**src/design/opdec_pkg.sv**
```systemverilog
package opdec_pkg;
	// ----------------------------------------
	// Opcode bytes
	// ----------------------------------------
	localparam logic [7:0] ESCAPE_BYTE = 8'h0F;
	localparam logic [7:0] OP_MOVE_NEG = 8'h48;
	localparam logic [7:0] OP_MOVE_NONNEG = 8'h49;
	localparam logic [6:0] OP_COMPARE_EXCHANGE_HI = 7'h58;
	localparam logic [7:0] OP_GROUP_C7 = 8'hC7;
	localparam logic [2:0] REG_EIGHT_BYTES = 3'h1;
	localparam logic [7:0] OP_SPECIAL_READ = 8'h3C;
	localparam logic [7:0] OP_SPECIAL_WRITE = 8'h3D;
	localparam logic [7:0] OP_EXTEND_PAIR = 8'h99;
	localparam logic [7:0] OP_EXTEND_ACC = 8'h98;
	localparam logic [7:0] OP_FIX_ADD = 8'h27;
	localparam logic [7:0] OP_FIX_SUB = 8'h2F;
	localparam logic [7:0] OP_FRAME = 8'hC8;
	localparam logic [7:0] OP_HALT = 8'hF4;

	// ----------------------------------------
	// Clock counts
	// ----------------------------------------
	localparam logic [9:0] CYC_MOVE = 10'h001;
	localparam logic [9:0] CYC_COMPARE_EXCHANGE = 10'h006;
	localparam logic [9:0] CYC_EIGHT_BYTES = 10'h001;
	localparam logic [9:0] CYC_SPECIAL = 10'h001;
	localparam logic [9:0] CYC_EXTEND_PAIR = 10'h002;
	localparam logic [9:0] CYC_EXTEND_ACC = 10'h003;
	localparam logic [9:0] CYC_FIX = 10'h002;
	localparam logic [9:0] CYC_FRAME_L0 = 10'h00D;
	localparam logic [9:0] CYC_FRAME_BASE = 10'h011;
	localparam logic [9:0] CYC_HALT = 10'h00A;
	localparam logic [9:0] CYC_UNKNOWN = 10'h001;

	// ----------------------------------------
	// Operation codes and flag masks (O S Z A P C)
	// ----------------------------------------
	typedef enum logic [3:0] {
		OPK_NONE, OPK_MOVE_NEG, OPK_MOVE_NONNEG, OPK_COMPARE_EXCHANGE, OPK_EIGHT_BYTES,
		OPK_SPECIAL_READ, OPK_SPECIAL_WRITE, OPK_EXTEND_PAIR, OPK_EXTEND_ACC,
		OPK_FIX_ADD, OPK_FIX_SUB, OPK_FRAME, OPK_HALT, OPK_UNKNOWN
	} opKind_t;
	localparam logic [5:0] FLAGS_NONE = 6'h00;
	localparam logic [5:0] FLAGS_ARITH = 6'h3F;
	localparam logic [5:0] FLAGS_ZERO = 6'h08;
endpackage

```
**src/design/opcode_decoder.sv**
```systemverilog
`timescale 1ns/1ps
module opcode_decoder (
	input wire logic clock,
	input wire logic rst_b,
	input wire logic clockEnable,
	input wire logic byteValid,
	input wire logic [7:0] byteData,
	output logic byteReady,
	input wire logic signFlag,
	input wire logic intrPending,
	output logic fetchEnable,
	output logic opValid,
	input wire logic opReady,
	output opdec_pkg::opKind_t opKind,
	output logic [7:0] opModrm,
	output logic [15:0] opFrameSize,
	output logic [7:0] opFrameLevel,
	output logic opWide,
	output logic opMoveTaken,
	output logic [5:0] opFlagsWritten,
	output logic [9:0] opCycles,
	output logic busy,
	output logic halted
);
	import opdec_pkg::*;

	typedef enum logic [3:0] {
		ST_FIRST, ST_ESCAPE, ST_MODRM, ST_SIZE_LO, ST_SIZE_HI, ST_LEVEL, ST_ISSUE, ST_EXEC, ST_HALTED
	} phase_t;

	typedef struct packed {
		phase_t phase;
		opKind_t kind;
		logic [7:0] second;
		logic [7:0] modrm;
		logic [15:0] size;
		logic [7:0] level;
		logic wide;
		logic taken;
		logic [5:0] flags;
		logic [9:0] cycles;
		logic [9:0] left;
	} state_t;

	// ----------------------------------------
	// Reset synchroniser
	// ----------------------------------------
	logic [1:0] rstSync_ff;
	logic rstSyncB;
	always_ff @(posedge clock or negedge rst_b) begin
		if (!rst_b)
			rstSync_ff <= 2'h0;
		else
			rstSync_ff <= {rstSync_ff[0], 1'b1};
	end
	assign rstSyncB = rstSync_ff[1];

	state_t st_ff;
	state_t nxt_st;
	logic [9:0] countNow;

	// Clock count from the kind and level as they will stand at issue
	opdec_cycle_count cycleCount (
		.kind(nxt_st.kind),
		.level(nxt_st.level),
		.cycles(countNow)
	);

	// ----------------------------------------
	// Decode sequence
	// ----------------------------------------
	always_comb begin
		nxt_st = st_ff;
		byteReady = 1'b0;
		case (st_ff.phase)
			ST_FIRST: begin
				byteReady = 1'b1;
				if (byteValid) begin
					nxt_st.modrm = 8'h00;
					nxt_st.size = 16'h0000;
					nxt_st.level = 8'h00;
					nxt_st.wide = 1'b0;
					nxt_st.taken = 1'b0;
					nxt_st.flags = FLAGS_NONE;
					nxt_st.phase = ST_ISSUE;
					case (byteData)
						ESCAPE_BYTE: nxt_st.phase = ST_ESCAPE;
						OP_EXTEND_PAIR: nxt_st.kind = OPK_EXTEND_PAIR;
						OP_EXTEND_ACC: nxt_st.kind = OPK_EXTEND_ACC;
						OP_FIX_ADD: begin
							nxt_st.kind = OPK_FIX_ADD;
							nxt_st.flags = FLAGS_ZERO;
						end
						OP_FIX_SUB: begin
							nxt_st.kind = OPK_FIX_SUB;
							nxt_st.flags = FLAGS_ZERO;
						end
						OP_FRAME: begin
							nxt_st.kind = OPK_FRAME;
							nxt_st.phase = ST_SIZE_LO;
						end
						OP_HALT: nxt_st.kind = OPK_HALT;
						default: nxt_st.kind = OPK_UNKNOWN;
					endcase
				end
			end
			ST_ESCAPE: begin
				byteReady = 1'b1;
				if (byteValid) begin
					nxt_st.second = byteData;
					nxt_st.phase = ST_MODRM;
					if (byteData == OP_MOVE_NEG)
						nxt_st.kind = OPK_MOVE_NEG;
					else if (byteData == OP_MOVE_NONNEG)
						nxt_st.kind = OPK_MOVE_NONNEG;
					else if (byteData[7:1] == OP_COMPARE_EXCHANGE_HI) begin
						nxt_st.kind = OPK_COMPARE_EXCHANGE;
						nxt_st.wide = byteData[0];
						nxt_st.flags = FLAGS_ARITH;
					end else if (byteData == OP_GROUP_C7)
						nxt_st.kind = OPK_UNKNOWN;
					else begin
						nxt_st.phase = ST_ISSUE;
						if (byteData == OP_SPECIAL_READ)
							nxt_st.kind = OPK_SPECIAL_READ;
						else if (byteData == OP_SPECIAL_WRITE)
							nxt_st.kind = OPK_SPECIAL_WRITE;
						else
							nxt_st.kind = OPK_UNKNOWN;
					end
				end
			end
			ST_MODRM: begin
				byteReady = 1'b1;
				if (byteValid) begin
					nxt_st.modrm = byteData;
					nxt_st.phase = ST_ISSUE;
					// Sign flag sampled with the modrm byte, before the move is issued
					if (st_ff.kind == OPK_MOVE_NEG)
						nxt_st.taken = signFlag;
					else if (st_ff.kind == OPK_MOVE_NONNEG)
						nxt_st.taken = !signFlag;
					if (st_ff.second == OP_GROUP_C7 && byteData[5:3] == REG_EIGHT_BYTES) begin
						nxt_st.kind = OPK_EIGHT_BYTES;
						nxt_st.flags = FLAGS_NONE;
					end
				end
			end
			ST_SIZE_LO: begin
				byteReady = 1'b1;
				if (byteValid) begin
					nxt_st.size[7:0] = byteData;
					nxt_st.phase = ST_SIZE_HI;
				end
			end
			ST_SIZE_HI: begin
				byteReady = 1'b1;
				if (byteValid) begin
					nxt_st.size[15:8] = byteData;
					nxt_st.phase = ST_LEVEL;
				end
			end
			ST_LEVEL: begin
				byteReady = 1'b1;
				if (byteValid) begin
					nxt_st.level = byteData;
					nxt_st.phase = ST_ISSUE;
				end
			end
			ST_ISSUE: begin
				// Hold the decoded operation until the pipeline accepts it
				if (opReady) begin
					nxt_st.left = st_ff.cycles;
					nxt_st.phase = ST_EXEC;
				end
			end
			ST_EXEC: begin
				// Busy for the documented clock count before the next fetch
				if (st_ff.left <= 10'h001)
					nxt_st.phase = (st_ff.kind == OPK_HALT) ? ST_HALTED : ST_FIRST;
				else
					nxt_st.left = st_ff.left - 10'h001;
			end
			ST_HALTED: begin
				if (intrPending)
					nxt_st.phase = ST_FIRST;
			end
			default: nxt_st.phase = ST_FIRST;
		endcase
		if (nxt_st.phase == ST_ISSUE && st_ff.phase != ST_ISSUE)
			nxt_st.cycles = countNow;
		if (!clockEnable)
			byteReady = 1'b0;
	end

	// ----------------------------------------
	// State register
	// ----------------------------------------
	always_ff @(posedge clock or negedge rstSyncB) begin
		if (!rstSyncB) begin
			st_ff <= '{phase: ST_FIRST, kind: OPK_NONE, default: '0};
		end else if (clockEnable) begin
			st_ff <= nxt_st;
		end
	end

	// ----------------------------------------
	// Outputs
	// ----------------------------------------
	assign opValid = (st_ff.phase == ST_ISSUE) && clockEnable;
	assign opKind = st_ff.kind;
	assign opModrm = st_ff.modrm;
	assign opFrameSize = st_ff.size;
	assign opFrameLevel = st_ff.level;
	assign opWide = st_ff.wide;
	assign opMoveTaken = st_ff.taken;
	assign opFlagsWritten = st_ff.flags;
	assign opCycles = st_ff.cycles;
	assign busy = (st_ff.phase == ST_EXEC);
	assign halted = (st_ff.phase == ST_HALTED);
	assign fetchEnable = (st_ff.phase != ST_HALTED);
endmodule

```
**src/design/opdec_cycle_count.sv**
```systemverilog
`timescale 1ns/1ps
module opdec_cycle_count (
	input opdec_pkg::opKind_t kind,
	input wire logic [7:0] level,
	output logic [9:0] cycles
);
	import opdec_pkg::*;
	// ----------------------------------------
	// Clock count per decoded operation
	// ----------------------------------------
	always_comb begin
		case (kind)
			OPK_MOVE_NEG, OPK_MOVE_NONNEG: cycles = CYC_MOVE;
			OPK_COMPARE_EXCHANGE: cycles = CYC_COMPARE_EXCHANGE;
			OPK_EIGHT_BYTES: cycles = CYC_EIGHT_BYTES;
			OPK_SPECIAL_READ, OPK_SPECIAL_WRITE: cycles = CYC_SPECIAL;
			OPK_EXTEND_PAIR: cycles = CYC_EXTEND_PAIR;
			OPK_EXTEND_ACC: cycles = CYC_EXTEND_ACC;
			OPK_FIX_ADD, OPK_FIX_SUB: cycles = CYC_FIX;
			OPK_FRAME: begin
				// Level one shares the base figure; above it two clocks per level
				if (level == 8'h00)
					cycles = CYC_FRAME_L0;
				else if (level == 8'h01)
					cycles = CYC_FRAME_BASE;
				else
					cycles = CYC_FRAME_BASE + {1'b0, level, 1'b0};
			end
			OPK_HALT: cycles = CYC_HALT;
			default: cycles = CYC_UNKNOWN;
		endcase
	end
endmodule

```
**config.mk**
```make
export PLATFORM = sky130hd
export DESIGN_NAME = opcode_decoder
export DESIGN_NICKNAME = d
export VERILOG_FILES = /design/src/design/opdec_pkg.sv /design/src/design/opcode_decoder.sv /design/src/design/opdec_cycle_count.sv
export SDC_FILE = /design/constraint.sdc
export NUM_CORES = 1
export LEC_CHECK = 0
export BUFFER_PORTS_ARGS = -buffer_cell sky130_fd_sc_hd__buf_4
export CELL_PAD_IN_SITES_DETAIL_PLACEMENT = 0
export CELL_PAD_IN_SITES_GLOBAL_PLACEMENT = 2
export CORE_UTILIZATION = 25
export CTS_CLUSTER_DIAMETER = 100
export DETAILED_ROUTE_END_ITERATION = 7
export GPL_TIMING_DRIVEN = 0
export PLACE_DENSITY_LB_ADDON = 0.25
export SKIP_LAST_GASP = 1
export SLEW_MARGIN = 0
export SYNTH_ARGS = -nofsm -noshare
export SYNTH_HDL_FRONTEND = slang
export SYNTH_SLANG_ARGS = --single-unit
```
**constraint.sdc**
```tcl
create_clock -name clock -period 2.9 [get_ports clock]
set_input_delay 0.435 -clock clock [delete_from_list [all_inputs] [get_ports clock]]
set_output_delay 0.435 -clock clock [all_outputs]
set_load 0.02 [all_outputs]
```
==> impl_metrics.yaml, run 1 <==
clock_tree:
  cts_root_buffer: "clkbuf_16"
  cts_buffer_depth: 2
  clkLatencyLatePin_ns: 0.35
  cts.clk_slew.worst_paths_ns: 0.06
  numCtsBuffers: 9
  h-tree-depth: 3
  cts_tree: "built"
  numClockSinks: 74
setup_path:
  cp-start-kind: "register"
  rr_endpoint: "opCycles[5]"
  reg2reg_from: "st_ff[75]"
  cp_slowest_cell: "or4_1"
  path_class: "register to register"
  ff2ff_path_depth: 10
  cp_data_arrival_time_ns: 3.01
  cp_max_fo: 9
  cp-end-kind: "register"
  cp_slowest_stage_delay_ns: 0.42
  crit_required_ns: 3.19
  crit_chain: "buf_4 > nor2_2 > nand3b_1 > a21o_1 > nor2_1 > nor3_1 > or4_1 > buf_2 > nor3_4 > a32o_1"
  r2r_setup_slack_ns: 0.18
synthesis:
  yosys_warnings: 0
  synth_edf_count: 0
  postSynth.asyncResetShare: 1.000
  netlist_area_sq_um: 4688
  yosys_most_used_dff: "dfrtp_1"
  yosysSeqAreaShare: 0.3950
  syn-instance-count: 504
  syn_nets: 522
  syn_avg_cell_area_sq_um: 9.302
  synth_seq_cells: 74
  yosysUniqueCellTypes: 82
worst_hold_path:
  hp-class: "register to asynchronous set/reset pin"
die:
  ios: 74
  core-area_sq_um: 18150
  start_util: 0.2583
  die_y_microns: 138.9
  die_area_sq_um: 19300
  die_w_microns: 138.9
  floorplan.rows: 49
global_routing:
  grt_max_degree: 57
  grt_use_total: 0.1634
  gr-total-overflow: 0
  antenna_found_initial: 0
  grt_pass1_vias: 4137
  grt_first_pass_wirelength_microns: 24150
sta:
  setup_viol: 0
  fin_crit_ns: 2.717
  fin_hold_ws_ns: 0.2104
  rsz0062_at_grt: "true"
  fin_crit_sh: 0.9368
  hold_viol: 0
  worst_clock_skew_ns: 0.007709
  tightest_slew_ns: 0.8343
  clock.fmax_ghz: 0.3681
  timing.final.max_slew_violations: 0
  slew_headroom: 0.4360
status:
  violations: "DRC"
  outcome: "complete, but fails checks"
cells_and_area:
  antenna_cells: 0
  drive_gt1_frac: 0.3390
  layout_common_cells: "buf_4, dfrtp_1, nor2_1, nand2_1, a21oi_1"
  layout_commonest_cell: "buf_4"
  finish.utilization: 0.3260
  nNetsFinal: 606
  areaGrowthSynthToFinish_pct: 26.18
power:
  p_leak_nw: 2.622
  peakVddDrop_v: 0.0003381
  power.density_nw_per_um2: 1032
detailed_routing:
  ant_nets: 0
  drt_pass1_iterations: 7
  vias: 4080
  routedWlPerCell_microns: 18.30
  viasPerCell: 4.964
  routed_wl_microns: 15040
  drt_iter0_markers: 224
  drcViolationCount: 5
flow_run:
  drv_cap: 0
placement:
  dp_hpwl_microns: 11100
  placement.io_buffers: 71
  finalWeightedCongestion: 0.8356
## power breakdown
group          total (W)  switching [W]  internal (W)
sequential       0.00175       0.000335       0.00141
clock            0.00117       0.000470      0.000695
combinational    0.00319        0.00173       0.00146
total            0.00610        0.00253       0.00357
## cell usage after synthesis, types with 3 or more instances
cell type,count,share of area
buf_2,5,0.0053
clkbuf_1,17,0.014
nand3b_1,3,0.0048
nor4_1,5,0.0067
buf_4,54,0.086
nor2b_1,3,0.0040
nor4b_1,4,0.0075
nand2b_1,3,0.0040
nor3_1,17,0.018
dfrtp_1,74,0.39
ha_1,3,0.0080
nor2_1,49,0.039
nand4_1,5,0.0067
o22ai_1,3,0.0040
a21oi_1,29,0.031
buf_6,4,0.0096
o211ai_1,3,0.0048
a22o_1,27,0.050
a32o_1,5,0.011
nand2_1,45,0.036
xnor2_1,5,0.0093
mux2_2,12,0.029
nor3b_1,5,0.0080
o21ai_0,25,0.027
nand3_1,11,0.012
and3_1,3,0.0040
inv_1,10,0.0080
a31oi_1,6,0.0080
a22oi_1,3,0.0048
## logic make-up (layout without fill, tap and decap cells)
family	count (synthesis)	after routing	share of synthesized area
and+or+nand+nor	184	184	0.2159
AOI/OAI and AO/OA	129	129	0.2055
buffers and inverters	94	183	0.1329
DFF	74	74	0.3950
muxes	12	12	0.02882
xor gates and xnor gates	7	7	0.01308
adders and majority gates	3	3	0.008007
other	1	1	0.0007999
## stage by stage
| step | power [W] | setup TNS, ns | std cells | setup WS, ns | instance area, sq um |
|---|---|---|---|---|---|
| 2_1_floorplan | 0.003927 | 0 | 504 | 0.4103 | 4688 |
| 3_3_place_gp | 0.004878 | -28.60 | 804 | -0.3952 | 5508 |
| 3_5_place_dp | 0.004916 | -3.552 | 805 | -0.3974 | 5539 |
| 4_1_cts | 0.006140 | 0 | 822 | 0.03370 | 5882 |
| 5_1_grt | 0.006534 | -0.02095 | 822 | -0.02095 | 5916 |
| 6_report | 0.006103 | 0 | 822 | 0.1833 | 5916 |
## cell type report
cell class / instances / area, sq um
buffer: 83 / 583.1
clock buffer: 11 / 242.7
clock inverter: 5 / 62.56
fill: 1935 / 12230
inverter: 10 / 37.54
multi-input combinational: 336 / 2270
sequential: 74 / 1856
tap: 229 / 286.5
timing repair buffer: 74 / 578.1
## sequential cells by signal (all words and copies together), names as in the netlist
| name | count |
|---|---|
| st_ff | 22 |
| opFrameSize | 16 |
| opCycles | 10 |
| opFrameLevel | 8 |
| opModrm | 8 |
| opKind | 4 |
| opFlagsWritten | 2 |
| rstSync_ff | 2 |
| opMoveTaken | 1 |
| opWide | 1 |
## how the worst max path moves through the flow
stage	from	end	slack (ns)
4_1_cts	st_ff[0]	opCycles[5]	0.03
2_1_floorplan	st_ff[0]	opCycles[4]	0.41
3_3_place_gp	byteData[2]	opCycles[5]	-0.40
3_5_place_dp	byteData[2]	opCycles[5]	-0.40
5_1_grt	st_ff[75]	opCycles[5]	-0.02
6_report	st_ff[75]	opCycles[5]	0.18
## worst max-delay path: cells and delay by family (launching register included)
family | cells | cell delay, ns
AO/OA/AOI/OAI | 2 | 0.47
buffers and inverters | 2 | 0.36
flip-flops | 1 | 0.36
AND/OR/NAND/NOR | 6 | 1.47
## per-layer routing
layer	up-vias	routed length [microns]	track usage
met4	0	211	0.07135
met2	114	6784	0.2419
li1	1953	-	-
met1	2002	7416	0.2322
met5	-	0	0
met3	11	629	0.02831
## repair_timing
item / 4_1_cts / 5_1_grt
endpoints found under the setup margin: 15 / 19
hold buffers: 1 / 0
hold endpoints to repair: 2 / 0
buffers inserted: 0 / 1
resized for setup: 4 / 8
pin swaps: 0 / 4
No activity file was read; power rests on OpenSTA's default activity.
==> run 2: changes to the inputs <==
==> constraint.sdc (replaced) <==
create_clock -name clock -period 3.18 [get_ports clock]
set_input_delay 0.477 -clock clock [delete_from_list [all_inputs] [get_ports clock]]
set_output_delay 0.477 -clock clock [all_outputs]
set_load 0.02 [all_outputs]
==> run 2 against run 1 <==
The flow still finishes with violations (DRC). Non-clock buffer count unchanged. Critical path depth stayed put. Final cell count did not move. Sequential cell count stayed put. Sequential share of layout area rose by 0.24 points. Worst hold slack got worse by 0.0017 ns. Maximum frequency shrank 6.8%. Total power fell by 9.5%. First-iteration DRC count fell by 8.5%. Clock power fell by 9%. Register-to-register slack improved by 0.08 ns.
==> impl_metrics.yaml, run 2 (same netlist as run 1, synthesis figures left out) <==
status:
  outcome: "complete, but fails checks"
  violations: "DRC"
setup_path:
  crit_required_ns: 3.47
  rr_endpoint: "opCycles[5]"
  cp_data_arrival_time_ns: 3.21
  cp_slowest_stage_delay_ns: 0.49
  ff2ff_path_depth: 10
  critPathTopFamily: "compound AO/OA/AOI/OAI gates"
  cp-end-kind: "register"
  cp-start-kind: "register"
  cp_slowest_cell: "or4_1"
  reg2reg_from: "st_ff[0]"
  r2r_setup_slack_ns: 0.26
  crit_chain: "inv_1 > ha_1 > o2111ai_2 > a21oi_1 > a2111oi_4 > nand2_1 > or4_1 > buf_2 > nor3_4 > a32o_1"
  critPathBufInv: 2
  endpoint: "opCycles[5]"
  path_class: "register to register"
  worstSetupStartpoint: "st_ff[0]"
  cp_max_fo: 6
  critical_path_depth: 10
clock_tree:
  cts_tree: "built"
  numCtsBuffers: 9
  clkLatencyLatePin_ns: 0.35
  numClockSinks: 74
  cts_root_buffer: "clkbuf_16"
  h-tree-depth: 3
  cts_buffer_depth: 2
  cts.clk_slew.worst_paths_ns: 0.06
  post_cts_buffers: 0
cells_and_area:
  antenna_cells: 0
  regMostFlops: "st_ff"
  multi_input_area_sq_um: 2230
  fin_cells: 822
  layout_common_cells: "buf_4, dfrtp_1, nor2_1, nand2_1, a21oi_1"
  largest_register_ffs: 22
  fill_cells: 1932
  areaGrowthSynthToFinish_pct: 25.22
  drive_gt1_frac: 0.3272
  ff_latch_area_sq_um: 1856
  nNetsFinal: 606
  layout_commonest_cell: "buf_4"
power:
  p_leak_nw: 2.614
  peakVddDrop_v: 0.0003086
  power.density_nw_per_um2: 940.5
placement:
  dp.cells: 805
  placement.io_buffers: 71
  dp_hpwl_microns: 11100
  finalWeightedCongestion: 0.8356
sta:
  fin_crit_ns: 2.916
  rsz0062_at_grt: "false"
  timing.final.max_slew_violations: 0
  tightest_slew_ns: 0.8131
  slew_headroom: 0.4503
  setup_viol: 0
  hold_viol: 0
  worst_clock_skew_ns: 0.004829
  fin_crit_sh: 0.9171
  clock.fmax_ghz: 0.3429
  fin_hold_ws_ns: 0.2087
global_routing:
  grt_first_pass_wirelength_microns: 24050
  gr-total-overflow: 0
  grt_pass1_vias: 4129
  grt_use_total: 0.1629
  antenna_found_initial: 0
  grt_max_degree: 57
die:
  core-area_sq_um: 18150
  ios: 74
  floorplan.rows: 49
  die_w_microns: 138.9
  die_area_sq_um: 19300
  die_y_microns: 138.9
  start_util: 0.2583
detailed_routing:
  routedWlPerCell_microns: 18.25
  viasPerCell: 4.914
  drt_iter0_markers: 205
  routed_wl_microns: 15000
  vias: 4039
  drt_pass1_iterations: 7
  ant_nets: 0
  drcViolationCount: 5
flow_run:
  drv_cap: 0
worst_hold_path:
  hp-class: "register to asynchronous set/reset pin"
-- run 2: cell count changes in the layout (fill, tap and decap cells not counted), sizes merged --
cell    change
buf         -1
clkbuf      +1
-- run 2: layout make-up --
class	instances	area share
Multi-Input combinational cell	336	0.3798
Clock inverter	5	0.01066
Inverter	10	0.006394
Tap cell	229	0.04881
Sequential cell	74	0.3161
Clock buffer	11	0.04135
Timing Repair Buffer	73	0.09719
Buffer	84	0.09974
-- run 2: repair_timing --
action,in CTS,in global routing
endpoints found under the setup margin,0,12
resized for setup,0,3
endpoints found under the hold margin,2,0
hold buffers,1,0
-- run 2: worst reg2reg max path, cell delays in order, from the launching register on --
cell	delay (ns)
dfrtp_1	0.41
inv_1	0.06
ha_1	0.24
o2111ai_2	0.35
a21oi_1	0.17
a2111oi_4	0.41
nand2_1	0.10
or4_1	0.49
buf_2	0.19
nor3_4	0.23
a32o_1	0.21
-- run 2: worst min-delay path by stage --
stage / end / start / slack [ns]
finish: st_ff[8] / rstSync_ff[1] / 0.21
global placement: rstSync_ff[0] / rst_b / 0.26
global route: st_ff[8] / rstSync_ff[1] / 0.24
floorplan: rstSync_ff[0] / rst_b / 0.18
detailed placement: st_ff[8] / rstSync_ff[1] / 0.22
CTS: st_ff[8] / rstSync_ff[1] / 0.23
-- run 2: power by group --
part	switching (W)	internal, W	total (W)	leakage, nW
Clock	0.000431	0.000634	0.00107	0.142
Sequential	0.000301	0.00129	0.00159	0.939
Combinational	0.00155	0.00131	0.00287	1.53
Total	0.00229	0.00324	0.00552	2.61
-- run 2: layer usage --
layer	global-route usage	wire length, microns	vias to the layer above
met4	0.07310	228	0
met1	0.2316	7431	1976
li1	-	-	1948
met2	0.2400	6714	100
met5	0	0	-
met3	0.02831	625	15
-- run 2: metrics by stage --
step           total power (W)    util  setup TNS [ns]  cell area (sq um)  setup WS, ns
2_1_floorplan         0.003581       -               0               4688        0.6816
3_3_place_gp          0.004448  0.3035          -6.191               5508       -0.1572
3_5_place_dp          0.004483  0.3052         -0.8013               5539       -0.1594
4_1_cts               0.005578  0.3226               0               5854        0.2004
5_1_grt               0.005912  0.3235               0               5871       0.06401
6_report              0.005521  0.3235               0               5871        0.2636
